File: src/sfs_pkg.sv
package sfs_pkg;

  // ----------------------------------------------------------------
  // analog figures kept for reference (mV, %, degC, nF)
  // ----------------------------------------------------------------
  localparam int VDD_MIN_MV = 2500;
  localparam int HOLD_MV = 1150;
  localparam int FAULT_THRESH_MV = 2400;
  localparam int PIN_FAULT_MV = 600;
  localparam int REF_TOL_PCT = 20;
  localparam int TEMP_TRIP_C = 140;
  localparam int CAP_NF = 220;

  // ----------------------------------------------------------------
  // timing, scaled to a 220 nF delay capacitor
  // ----------------------------------------------------------------
  localparam int CLK_MHZ = 25;
  localparam int SS_TIME_US = 2000;
  localparam int FAULT_TIMEOUT_US = 50000;
  localparam int SS_CYCLES = SS_TIME_US * CLK_MHZ;
  localparam int FAULT_CYCLES = FAULT_TIMEOUT_US * CLK_MHZ;

  // ----------------------------------------------------------------
  // sequence steps, counted in peaks
  // ----------------------------------------------------------------
  localparam logic [2:0] PK_NONE = 3'h0;
  localparam logic [2:0] PK_PROTECT = 3'h2;
  localparam logic [2:0] PK_SOFTSTART = 3'h2;
  localparam logic [2:0] PK_GATE_OFF = 3'h4;
  localparam logic [2:0] PK_DELAYED_BOOST_GATE_OUT = 3'h5;
  localparam logic [2:0] PK_GATE_ON = 3'h5;
  localparam logic [2:0] PK_LAST = 3'h6;

  // rail index in the packed rail vector
  localparam int RAIL_BOOST = 0;
  localparam int RAIL_LOGIC = 1;
  localparam int RAIL_GATE_OFF = 2;
  localparam int RAIL_GATE_ON = 3;
  localparam int NUM_RAILS = 4;

  typedef enum logic [2:0] {
    ST_OFF,
    ST_UP,
    ST_DOWN,
    ST_RUN,
    ST_FRAMP,
    ST_LATCH
  } sfs_state_e;

  // delay capacitor current source controls
  typedef struct packed {
    logic charge;
    logic fast;
    logic discharge;
    logic hold;
    logic fault_ramp;
  } sfs_cap_drive_s;

  // rail enables, boost in bit 0
  typedef struct packed {
    logic gate_on;
    logic gate_off;
    logic logic_rail;
    logic boost;
  } sfs_rail_en_s;

  // output-fault comparators, high while faulted
  typedef struct packed {
    logic gate_on;
    logic logic_rail;
    logic gate_off;
    logic boost;
    logic protect_gate;
    logic delayed_gate;
  } sfs_out_fault_s;

endpackage : sfs_pkg

File: src/sfs_sequencer.sv
`timescale 1ns/100ps

// Operation
// - after any fault stay latched off until enable or supply cycles
// - enable low keeps the whole device powered down
// - enable high and supply good start the cap charge, fast then slow
// - with enable low the cap ramp waits for enable
// - a good start-up shows exactly six cap peaks
// - first ramp checks the cap only; a fault shuts everything off
// - second ramp checks reference and temperature; its peak enables protection
// - any fault turns the input protection transistor off; here an output fault does so only once its ramp latches
// - boost and logic soft-start begin with the third ramp, about 2 ms
// - gate-off regulator enabled at the fourth peak
// - delayed-boost gate pulled low at the fifth peak
// - gate-on enabled at sixth ramp start; all outputs checked at its end
// - reference and temperature must be good before soft-start, else latch
// - cap stuck low never starts; stuck high never completes
// - after start-up monitor everything and hold the cap at 1.15 V
// - cap, reference or temperature fault shuts down at once
// - other output faults ramp the cap at 5 uA to 2.4 V, then latch
// - a fault clearing before the threshold returns the cap to hold
// - protection and delayed-boost gates fault at about 0.6 V
// - integrator node forced high selects proportional-only boost
// - an output driven above target stops its drive until it recovers
// - die temperature past 140 C shuts the device down
// - output fault timeout is about 50 ms for 220 nF
module sfs_sequencer #(
  parameter int SS_CYCLES = sfs_pkg::SS_CYCLES,
  parameter int FAULT_CYCLES = sfs_pkg::FAULT_CYCLES
) (
  // clock and reset
  input wire logic mclk,
  input wire logic rst_n,
  // device control
  input wire logic enable,
  input wire logic vdd_ok,
  // delay capacitor comparators
  input wire logic cap_upper,
  input wire logic cap_lower,
  input wire logic cap_mid,
  input wire logic cap_fault_thresh,
  input wire logic cap_fault,
  // supervisors
  input wire logic ref_bad,
  input wire logic over_temp,
  input wire sfs_pkg::sfs_out_fault_s out_fault,
  input wire logic [sfs_pkg::NUM_RAILS-1:0] over_volt,
  input wire logic integrator_cap_high,
  // delay capacitor drive
  output sfs_pkg::sfs_cap_drive_s cap_drive,
  // rail and gate control
  output sfs_pkg::sfs_rail_en_s rail_en,
  output logic [sfs_pkg::NUM_RAILS-1:0] drive_inhibit,
  output logic softstart_active,
  output logic p_mode,
  output logic input_protect_gate_out,
  output logic delayed_boost_gate_out,
  output logic delayed_boost_gate_oe,
  // status
  output logic seq_done,
  output logic latched_off,
  output logic powered_down
);

  sfs_pkg::sfs_state_e state;
  logic [2:0] peak_cnt;
  logic mid_seen;
  logic peak_ev;
  logic trough_ev;
  logic shut_now;
  logic any_out_fault;
  logic ss_done;
  logic fault_timeout;
  logic [sfs_pkg::NUM_RAILS-1:0] rail_bits;

  // ----------------------------------------------------------------
  // events and fault terms
  // ----------------------------------------------------------------
  // comparator pulses only count in the ramp direction that expects them
  assign peak_ev = (state == sfs_pkg::ST_UP) && cap_upper;
  assign trough_ev = (state == sfs_pkg::ST_DOWN) && cap_lower;
  // reference and temperature are not judged on the first ramp while they settle
  assign shut_now = cap_fault ||
    ((ref_bad || over_temp) && !((state == sfs_pkg::ST_UP) && (peak_cnt == sfs_pkg::PK_NONE)));
  // gate pins count as outputs, each fed by its 0.6 V comparator
  assign any_out_fault = |out_fault;
  assign rail_bits = rail_en;

  // ----------------------------------------------------------------
  // sequence state
  // ----------------------------------------------------------------
  // enable or supply loss wins over everything and is the only way out of latch
  always_ff @(posedge mclk or negedge rst_n)
  begin
    if (!rst_n)
      state <= sfs_pkg::ST_OFF;
    else if (!enable || !vdd_ok)
      state <= sfs_pkg::ST_OFF;
    else
    begin
      unique case (state)
        sfs_pkg::ST_OFF:
          state <= sfs_pkg::ST_UP;
        sfs_pkg::ST_UP:
          if (shut_now)
            state <= sfs_pkg::ST_LATCH;
          else if (peak_ev && (peak_cnt == sfs_pkg::PK_LAST - 3'h1))
            state <= any_out_fault ? sfs_pkg::ST_LATCH : sfs_pkg::ST_RUN;
          else if (peak_ev)
            state <= sfs_pkg::ST_DOWN; // a cap held high gets here once at most, then sees no trough
        sfs_pkg::ST_DOWN:
          if (shut_now)
            state <= sfs_pkg::ST_LATCH;
          else if (trough_ev)
            state <= sfs_pkg::ST_UP;
        sfs_pkg::ST_RUN:
          if (shut_now)
            state <= sfs_pkg::ST_LATCH;
          else if (any_out_fault)
            state <= sfs_pkg::ST_FRAMP;
        sfs_pkg::ST_FRAMP:
          if (shut_now || cap_fault_thresh || fault_timeout)
            state <= sfs_pkg::ST_LATCH;
          else if (!any_out_fault)
            state <= sfs_pkg::ST_RUN;
        sfs_pkg::ST_LATCH:
          state <= sfs_pkg::ST_LATCH;
      endcase
    end
  end

  // ----------------------------------------------------------------
  // step counter
  // ----------------------------------------------------------------
  // one step per peak; troughs are told apart by the ramp direction
  always_ff @(posedge mclk or negedge rst_n)
  begin
    if (!rst_n)
      peak_cnt <= sfs_pkg::PK_NONE;
    else if (state == sfs_pkg::ST_OFF)
      peak_cnt <= sfs_pkg::PK_NONE;
    else if (peak_ev && !shut_now)
      peak_cnt <= peak_cnt + 3'h1;
  end

  // first ramp runs fast until the midway comparator fires
  always_ff @(posedge mclk or negedge rst_n)
  begin
    if (!rst_n)
      mid_seen <= 1'b0;
    else if (state == sfs_pkg::ST_OFF)
      mid_seen <= 1'b0;
    else if (cap_mid)
      mid_seen <= 1'b1;
  end

  // ----------------------------------------------------------------
  // delay capacitor drive
  // ----------------------------------------------------------------
  // decoded one cycle behind the state, so the source never glitches on a change
  always_ff @(posedge mclk or negedge rst_n)
  begin
    if (!rst_n)
      cap_drive <= '0;
    else
    begin
      cap_drive.charge <= (state == sfs_pkg::ST_UP) || (state == sfs_pkg::ST_FRAMP);
      cap_drive.fast <= (state == sfs_pkg::ST_UP) && (peak_cnt == sfs_pkg::PK_NONE)
        && !mid_seen;
      cap_drive.discharge <= (state == sfs_pkg::ST_DOWN);
      cap_drive.hold <= (state == sfs_pkg::ST_RUN);
      cap_drive.fault_ramp <= (state == sfs_pkg::ST_FRAMP);
    end
  end

  // ----------------------------------------------------------------
  // rail enables
  // ----------------------------------------------------------------
  // cleared the same edge a shutdown fault is seen, not one later; after a fault ramp latches, one edge later
  always_ff @(posedge mclk or negedge rst_n)
  begin
    if (!rst_n)
      rail_en <= '0;
    else if (!enable || !vdd_ok || shut_now || (state == sfs_pkg::ST_LATCH) ||
             (state == sfs_pkg::ST_OFF))
      rail_en <= '0;
    else if ((state == sfs_pkg::ST_UP) && (peak_cnt == sfs_pkg::PK_LAST - 3'h1) &&
             peak_ev && any_out_fault)
      rail_en <= '0;
    else
    begin
      if (trough_ev && (peak_cnt == sfs_pkg::PK_SOFTSTART))
      begin
        rail_en.boost <= 1'b1;
        rail_en.logic_rail <= 1'b1;
      end
      if (peak_ev && (peak_cnt == sfs_pkg::PK_GATE_OFF - 3'h1))
        rail_en.gate_off <= 1'b1;
      if (trough_ev && (peak_cnt == sfs_pkg::PK_GATE_ON))
        rail_en.gate_on <= 1'b1;
    end
  end

  // ----------------------------------------------------------------
  // protection and delayed-boost gates
  // ----------------------------------------------------------------
  // protection gate is high (transistor off) except from the second peak until a shutdown fault or the latch; an output-fault ramp keeps it low
  always_ff @(posedge mclk or negedge rst_n)
  begin
    if (!rst_n)
      input_protect_gate_out <= 1'b1;
    else if (!enable || !vdd_ok || shut_now || (state == sfs_pkg::ST_LATCH) ||
             (state == sfs_pkg::ST_OFF))
      input_protect_gate_out <= 1'b1;
    else if (peak_ev && (peak_cnt == sfs_pkg::PK_PROTECT - 3'h1))
      input_protect_gate_out <= 1'b0;
  end

  // open drain: only ever pulls low, released on any shutdown
  always_ff @(posedge mclk or negedge rst_n)
  begin
    if (!rst_n)
    begin
      delayed_boost_gate_out <= 1'b0;
      delayed_boost_gate_oe <= 1'b0;
    end
    else if (!enable || !vdd_ok || shut_now || (state == sfs_pkg::ST_LATCH) ||
             (state == sfs_pkg::ST_OFF))
    begin
      delayed_boost_gate_out <= 1'b0;
      delayed_boost_gate_oe <= 1'b0;
    end
    else if (peak_ev && (peak_cnt == sfs_pkg::PK_DELAYED_BOOST_GATE_OUT - 3'h1))
      delayed_boost_gate_oe <= 1'b1;
  end

  // ----------------------------------------------------------------
  // soft-start and fault timers
  // ----------------------------------------------------------------
  sfs_timer #(
    .CYCLES(SS_CYCLES)
  ) u_ss_timer (
    .mclk(mclk),
    .rst_n(rst_n),
    .run(rail_en.boost),
    .expired(ss_done)
  );

  // digital backstop beside the 2.4 V comparator, whichever comes first
  sfs_timer #(
    .CYCLES(FAULT_CYCLES)
  ) u_fault_timer (
    .mclk(mclk),
    .rst_n(rst_n),
    .run(state == sfs_pkg::ST_FRAMP),
    .expired(fault_timeout)
  );

  always_ff @(posedge mclk or negedge rst_n)
  begin
    if (!rst_n)
      softstart_active <= 1'b0;
    else
      softstart_active <= rail_en.boost && !ss_done;
  end

  // ----------------------------------------------------------------
  // regulator modes and overvoltage drive cut
  // ----------------------------------------------------------------
  always_ff @(posedge mclk or negedge rst_n)
  begin
    if (!rst_n)
      p_mode <= 1'b0;
    else
      p_mode <= integrator_cap_high;
  end

  // drive returns as soon as the output falls back, no latching here
  generate
    for (genvar i = 0; i < sfs_pkg::NUM_RAILS; i++)
    begin : g_ovp
      always_ff @(posedge mclk or negedge rst_n)
      begin
        if (!rst_n)
          drive_inhibit[i] <= 1'b0;
        else
          drive_inhibit[i] <= over_volt[i] && rail_bits[i];
      end
    end
  endgenerate

  // ----------------------------------------------------------------
  // status
  // ----------------------------------------------------------------
  always_ff @(posedge mclk or negedge rst_n)
  begin
    if (!rst_n)
    begin
      seq_done <= 1'b0;
      latched_off <= 1'b0;
      powered_down <= 1'b1;
    end
    else
    begin
      seq_done <= (state == sfs_pkg::ST_RUN) || (state == sfs_pkg::ST_FRAMP);
      latched_off <= (state == sfs_pkg::ST_LATCH);
      powered_down <= (state == sfs_pkg::ST_OFF);
    end
  end
endmodule : sfs_sequencer

File: src/sfs_timer.sv
`timescale 1ns/100ps

// counts run cycles, flags expiry, clears whenever run drops
module sfs_timer #(
  parameter int CYCLES = 16
) (
  // clock and reset
  input wire logic mclk,
  input wire logic rst_n,
  // control
  input wire logic run,
  output logic expired
);

  localparam int W = $clog2(CYCLES + 1);
  localparam logic [W-1:0] LAST = W'(CYCLES - 1);

  logic [W-1:0] cnt;

  // ----------------------------------------------------------------
  // counter
  // ----------------------------------------------------------------
  // restart from zero each time, so a fault that clears and returns gets a fresh window
  always_ff @(posedge mclk or negedge rst_n)
  begin
    if (!rst_n)
    begin
      cnt <= '0;
      expired <= 1'b0;
    end
    else if (!run)
    begin
      cnt <= '0;
      expired <= 1'b0;
    end
    else if (cnt == LAST)
      expired <= 1'b1;
    else
      cnt <= cnt + 1'b1;
  end

endmodule : sfs_timer

File: config.mk
export PLATFORM = sky130hd
export DESIGN_NAME = sfs_sequencer
export DESIGN_NICKNAME = d
export VERILOG_FILES = /design/src/sfs_pkg.sv /design/src/sfs_sequencer.sv /design/src/sfs_timer.sv
export SDC_FILE = /design/constraint.sdc
export NUM_CORES = 1
export LEC_CHECK = 0
export BUFFER_PORTS_ARGS = -buffer_cell sky130_fd_sc_hd__clkbuf_2
export CAP_MARGIN = 20
export CELL_PAD_IN_SITES_DETAIL_PLACEMENT = 0
export CELL_PAD_IN_SITES_GLOBAL_PLACEMENT = 1
export CORE_UTILIZATION = 44
export DETAILED_ROUTE_END_ITERATION = 8
export HOLD_SLACK_MARGIN = 0.12
export PLACE_DENSITY_LB_ADDON = 0.1
export SYNTH_ARGS = -nofsm -noshare
export SYNTH_HDL_FRONTEND = slang
export SYNTH_SLANG_ARGS = --single-unit
File: constraint.sdc
create_clock -name mclk -period 2.4 [get_ports mclk]
set_input_delay 0.12 -clock mclk [delete_from_list [all_inputs] [get_ports mclk]]
set_output_delay 0.12 -clock mclk [all_outputs]
set_load 0.05 [all_outputs]
# Word-level counts from Yosys, hierarchy flattened
# Cells that the tools add are included.
totals:
  reg_bits: 66
  out_inout_bits: 21
op_classes:
  addsub: 3
  n_eq_ne: 20
  n_mux: 33
  reduce_logical: 47
op_table:
  columns: ["op", "count"]
  rows:
  - ["21-bit two-way mux", 2]
  - ["3-bit two-way mux", 13]
  - ["16-bit two-way mux", 2]
  - ["21-bit by 1-bit adder with 21-bit output, second input constant", 1]
  - ["21-bit equality test, second input constant", 1]
  - ["1-bit logical AND", 20]
  - ["3-bit one-hot mux with 6 select lines", 1]
  - ["16-bit by 1-bit adder with 16-bit output, second input constant", 1]
  - ["16-bit equality test, second input constant", 1]
  - ["3-bit by 2-bit equality test with 1-bit output, second input constant", 4]
  - ["3-bit equality test, second input constant", 4]
  - ["1-bit two-way mux", 12]
  - ["1-bit logical OR", 10]
  - ["3-bit nonzero test", 3]
  - ["4-bit two-way mux", 2]
  - ["4-bit inequality test, second input constant", 2]
  - ["2-bit nonzero test", 4]
  - ["3-bit by 1-bit equality test with 1-bit output, second input constant", 2]
  - ["1-bit zero test", 6]
  - ["3-bit zero test", 2]
  - ["2-bit inequality test, second input constant", 3]
  - ["6-bit OR reduction", 1]
  - ["5-bit by 3-bit inequality test with 1-bit output, second input constant", 1]
  - ["4-bit by 3-bit inequality test with 1-bit output, second input constant", 1]
  - ["4 further kinds", 4]

# Longest topological paths before layout
depth:
  depth_word: 10
  ltp_mapped: 7
  depth_no_buf: 7

# Cells and area by module
# From an unflattened synthesis, not the netlist that was laid out.
unflattened:
  cells_unflattened: 331
  hier_area_um2: 3354.5
by_module_without_submodules:
  columns: ["module", "n_inst", "cells_each", "area_each_um2", "seq_area_each_um2"]
  rows:
  - ["sfs_sequencer", 1, 120, 1287.5, 653.1]
  - ["sfs_timer (u_fault_timer)", 1, 125, 1183.6, 550.5]
  - ["sfs_timer (u_ss_timer)", 1, 86, 883.3, 425.4]

# Least setup slack after synthesis
# OpenSTA, ideal clock, no wires.
synth_path:
  path_type: "register to register"
  start: "register state[2]"
  end: "register state[2]"
  setup_time_ns: 0.121
  t_arrival_ns: 1.620
  path_slack_ns: 0.659
  path_stages_with_launch: 7
  path_buffers: 1
  period_less_slack_ns: 1.741
  cell_sequence: "dfrtp_1 > buf_2 > nor3b_1 > a31o_2 > a21oi_1 > a211o_1 > a22o_1"
synth_via:
  elab_chain_len: 10
  elab_cells_between_ends: 27
  cone_classes: "9 x eq/ne; 7 x mux; 11 x reduce/logical"
synth_rtl:
  columns: ["element", "line_no", "text"]
  rows:
  - ["from (decl)", "sfs_sequencer.sv:65", "sfs_pkg::sfs_state_e state;"]
  - ["from (signal assigned)", "sfs_sequencer.sv:96", "state <= sfs_pkg::ST_OFF;"]
  - ["from (signal assigned)", "sfs_sequencer.sv:98", "state <= sfs_pkg::ST_OFF;"]
  - ["from (signal assigned)", "sfs_sequencer.sv:103", "state <= sfs_pkg::ST_UP;"]
  - ["3-bit by 1-bit equality test with 1-bit output", "sfs_sequencer.sv:80, sfs_sequencer.sv:84, sfs_sequencer.sv:101", null]
  - ["1-bit logical AND", "sfs_sequencer.sv:84", "((ref_bad || over_temp) && !((state == sfs_pkg::ST_UP) && (peak_cnt == sfs_pkg::PK_NONE)));"]
  - ["1-bit zero test", "sfs_sequencer.sv:84", null]
  - ["1-bit logical AND", "sfs_sequencer.sv:84", null]
  - ["1-bit logical OR", "sfs_sequencer.sv:83", "assign shut_now = cap_fault ||"]
  - ["1-bit logical OR (2 in a row)", "sfs_sequencer.sv:122", "if (shut_now || cap_fault_thresh || fault_timeout)"]
  - ["3-bit two-way mux", "sfs_sequencer.sv:122", null]
  - ["3-bit one-hot mux with 6 select lines", "sfs_sequencer.sv:101", "unique case (state)"]
  - ["3-bit two-way mux", "sfs_sequencer.sv:97", "else if (!enable || !vdd_ok)"]
# Several ways; a longest one is shown, not always the timed one.
# A chain may end at the register's enable or synchronous reset.

# Worst setup path in the final report
layout_path:
  start: "register state[1]"
  end: "register rail_en[3] (netlist name)"
layout_via:
  elab_chain_len: 9
  elab_cells_between_ends: 20
  cone_classes: "3 x eq/ne; 2 x mux; 15 x reduce/logical"
layout_rtl:
  columns: ["element", "line_no", "text"]
  rows:
  - ["3-bit by 1-bit equality test with 1-bit output", "sfs_sequencer.sv:80, sfs_sequencer.sv:84, sfs_sequencer.sv:187", null]
  - ["1-bit logical AND", "sfs_sequencer.sv:84", null]
  - ["1-bit zero test", "sfs_sequencer.sv:84", null]
  - ["1-bit logical AND", "sfs_sequencer.sv:84", null]
  - ["1-bit logical OR", "sfs_sequencer.sv:83", null]
  - ["1-bit logical OR (3 in a row)", "sfs_sequencer.sv:184", "else if (!enable || !vdd_ok || shut_now || (state == sfs_pkg::ST_LATCH) ||"]
  - ["3-bit nonzero test (no line) / 4-bit two-way mux (equally long branches)", null, null]
  - ["to (decl)", "sfs_sequencer.sv:52", "output sfs_pkg::sfs_rail_en_s rail_en,"]
# Several ways; a longest one is shown, not always the timed one.

==> results by group <==
Run status
  – Status: finished clean

Global route
  – Initial antenna violation count: 0
  – Overflow left after global routing: 0
  – Pin count of the biggest net entering global routing: 39
  – Vias in the first global route: ~2200
  – Total GRT Usage: between 15 and 20%
  – Global-route wire length before repair: around 10000 µm

Worst setup path
  – Crit Path Max Fanout: 14
  – R2r worst-path depth: 5
  – CP arrival: 2190 ps
  – CP Data Required Time: about 2700 ps
  – Crit Path Class: reg2reg
  – Critical path startpoint category: flip-flop
  – CP Capture Type: flip-flop

Final layout
  – Final core occ: between 50% and 60%
  – Share of cells above drive strength 1: around 17%
  – Final #Nets: between 400 and 500
  – Finished Cell Area: ~3800 µm²
  – Fin cells: around 480
  – P&R area growth vs syn: 18.3%
  – Most common cell after layout, fill and taps aside: dfrtp_1
  – Antenna Cells: 0
  – Most frequent cells in the layout: dfrtp_1 (63), clkbuf_2 (40), nor2_1 (38), nand2_1 (23), and2_1 (18)

Timing
  – Tmin final: about 1900 ps
  – Unrepaired setup endpoints after global routing: no
  – Final-report max-slew violation count: 0
  – Clk_skew: between 10 and 15 ps
  – Total negative slack: 0 ps
  – Tcrit/Tclk final: 80.5%
  – # setup viols final: 0
  – Fmax achieved: between 0.5 and 0.6 GHz
  – Final Hold Fails: 0
  – Worst Tran Pin Value: between 600 and 700 ps
  – Max-Slew Margin vs Limit: 55.0%

CTS
  – CTS root buf: clkbuf_8
  – Clock transition at the registers of the reported paths: approximately 70 ps
  – Clock latency on the worst-skew pair: about 330 ps
  – H-tree Lvls: 3
  – Clock Path Buffers: 2
  – CTS hold repair buffers: 9
  – Clock sinks: 65
  – Total CTS buffers: 9
  – CTS tree: yes
  – Post-cts sizing count: 0
  – Post-CTS Setup Bufs: 0

Yosys
  – Yosys top cell area share: a little under 50%
  – Most used DFF post-synth: dfrtp_1
  – Synth cell types: 48
  – Yosys Warn Count: 0
  – Synthesized flop and latch total: 65
  – Synthesized netlist cell count: roughly 320
  – EDFF count, synth: 0
  – Register area share after synthesis: roughly half
  – Post-Syn Area: between 3000 and 4000 µm²
  – Syn Area/Cell: ~10 µm²
  – Ys async rst share: 100%
  – Net Count, Synth: 351
  – Dominant cell type by area after synthesis: dfrtp_1
  – Top cells by area, synth: dfrtp_1 (49%), nor2_1 (4.5%), xnor2_1 (4.4%)

Floorplanning
  – DIE WIDTH: a little under 90 µm
  – Initial core utilization: between 40% and 50%
  – Core area: 6910 µm²
  – Number of I/O pins: 43
  – Row cnt: 30
  – Die ar.: around 7600 µm²
  – DIE HEIGHT: between 80 and 90 µm

Place
  – Area after DPL: about 3500 µm²
  – Dpl hpwl: ~4400 µm
  – I/O Buffers: 41
  – Routability cong.: 0.839
  – Inst Count DP: roughly 450

Hold path
  – Hold Path Class: in2reg
  – Worst Hold Depth: 4

Route
  – Routed WL per cell: roughly 13 µm
  – Vias per cell: between 4 and 5
  – DRT iter0 DRCs: between 90 and 100
  – DRT Wirelength: slightly above 6000 µm
  – Via count: around 2400
  – First-pass DRT Iterations: 4
  – ANT nets after route: 0
  – Residual DRC: 0

Power and ir drop
  – Leakage: approximately 1.7 nW
  – Pwr Total: roughly 2.1 mW
  – PwrDens: approximately 560 nW/µm²
  – VDD IR max: 289 µV

Job
  – Max Cap Viol: 0
==> state kept, by name, indices dropped and copies added (netlist names), 3 cells and up <==
register	flops
cap_drive	5
u_ss_timer.cnt	16
drive_inhibit	4
state	3
u_fault_timer.cnt	21
rail_en	3
peak_cnt	3
==> cells by family (layout without fill, tap and decap cells) <==
kind of cell    after synthesis  count (layout)  synth area share [%]
compound gates               37              37                  7.51
xor+xnor                     31              31                  8.49
fa+ha+maj                     7               7                  2.74
buf+inv                      21              79                  2.90
flops                        65              65                  50.9
mux                           3               3                 0.939
other cells                   1               1                 0.117
simple gates                157             157                  26.4
==> critical path: stages, from the launching register on <==
cell and delay [ps]:
dfrtp_1 510, nor3b_1 440, a31o_2 310, nor3b_1 320, nand2_1 160, nor2_1 120
==> metrics by stage <==
stage                     hold slack [ps]  setup slack [ps]
after floorplan                      -176               659
after global placement                184               523
after detailed placement              206               501
after CTS                             162               480
after global routing                  186               286
final                                 172               469
==> path summary, 6_finish.rpt <==
path,from,endpoint,slack [ps]
worst max-delay path,state[1],rail_en[3],470
worst min-delay path,enable,input_protect_gate_out,170
worst max register to register,state[1],rail_en[3],470
worst min register to register,u_ss_timer.expired,softstart_active,430
max in group asynchronous,rst_n,input_protect_gate_out,1340
min in group asynchronous,rst_n,u_fault_timer.cnt[12],360
==> report_power, final <==
group / internal [mW] / switching (mW)
registers: 1.10 / 0.00441
clock network: 0.506 / 0.394
logic: 0.0450 / 0.0812
==> cell type report <==
class,count,area (µm²)
Fill cell,660,3120
Sequential cell,65,1630
Multi-Input combinational cell,236,1480
Timing Repair Buffer,53,330
Clock buffer,13,149
Tap cell,96,120
Clock inverter,3,40.0
Inverter,10,37.5
==> routing by layer <==
layer,up-vias,GRT usage (%),wire length [µm]
li1,1207,-,-
met1,1118,25.7,3180
met2,38,24.4,2650
met3,9,5.12,229
met4,0,5.81,76
met5,-,0,0
==> cell usage after synthesis (9+ instances only) <==
cell type	count
nand4_1	9
xnor2_1	16
dfrtp_1	63
nand3_1	17
nand2_1	23
nor2_1	38
xor2_1	15
inv_1	10
o21ai_0	9
and2_1	18
a21oi_1	9
Power figures use the tool's default switching activity.
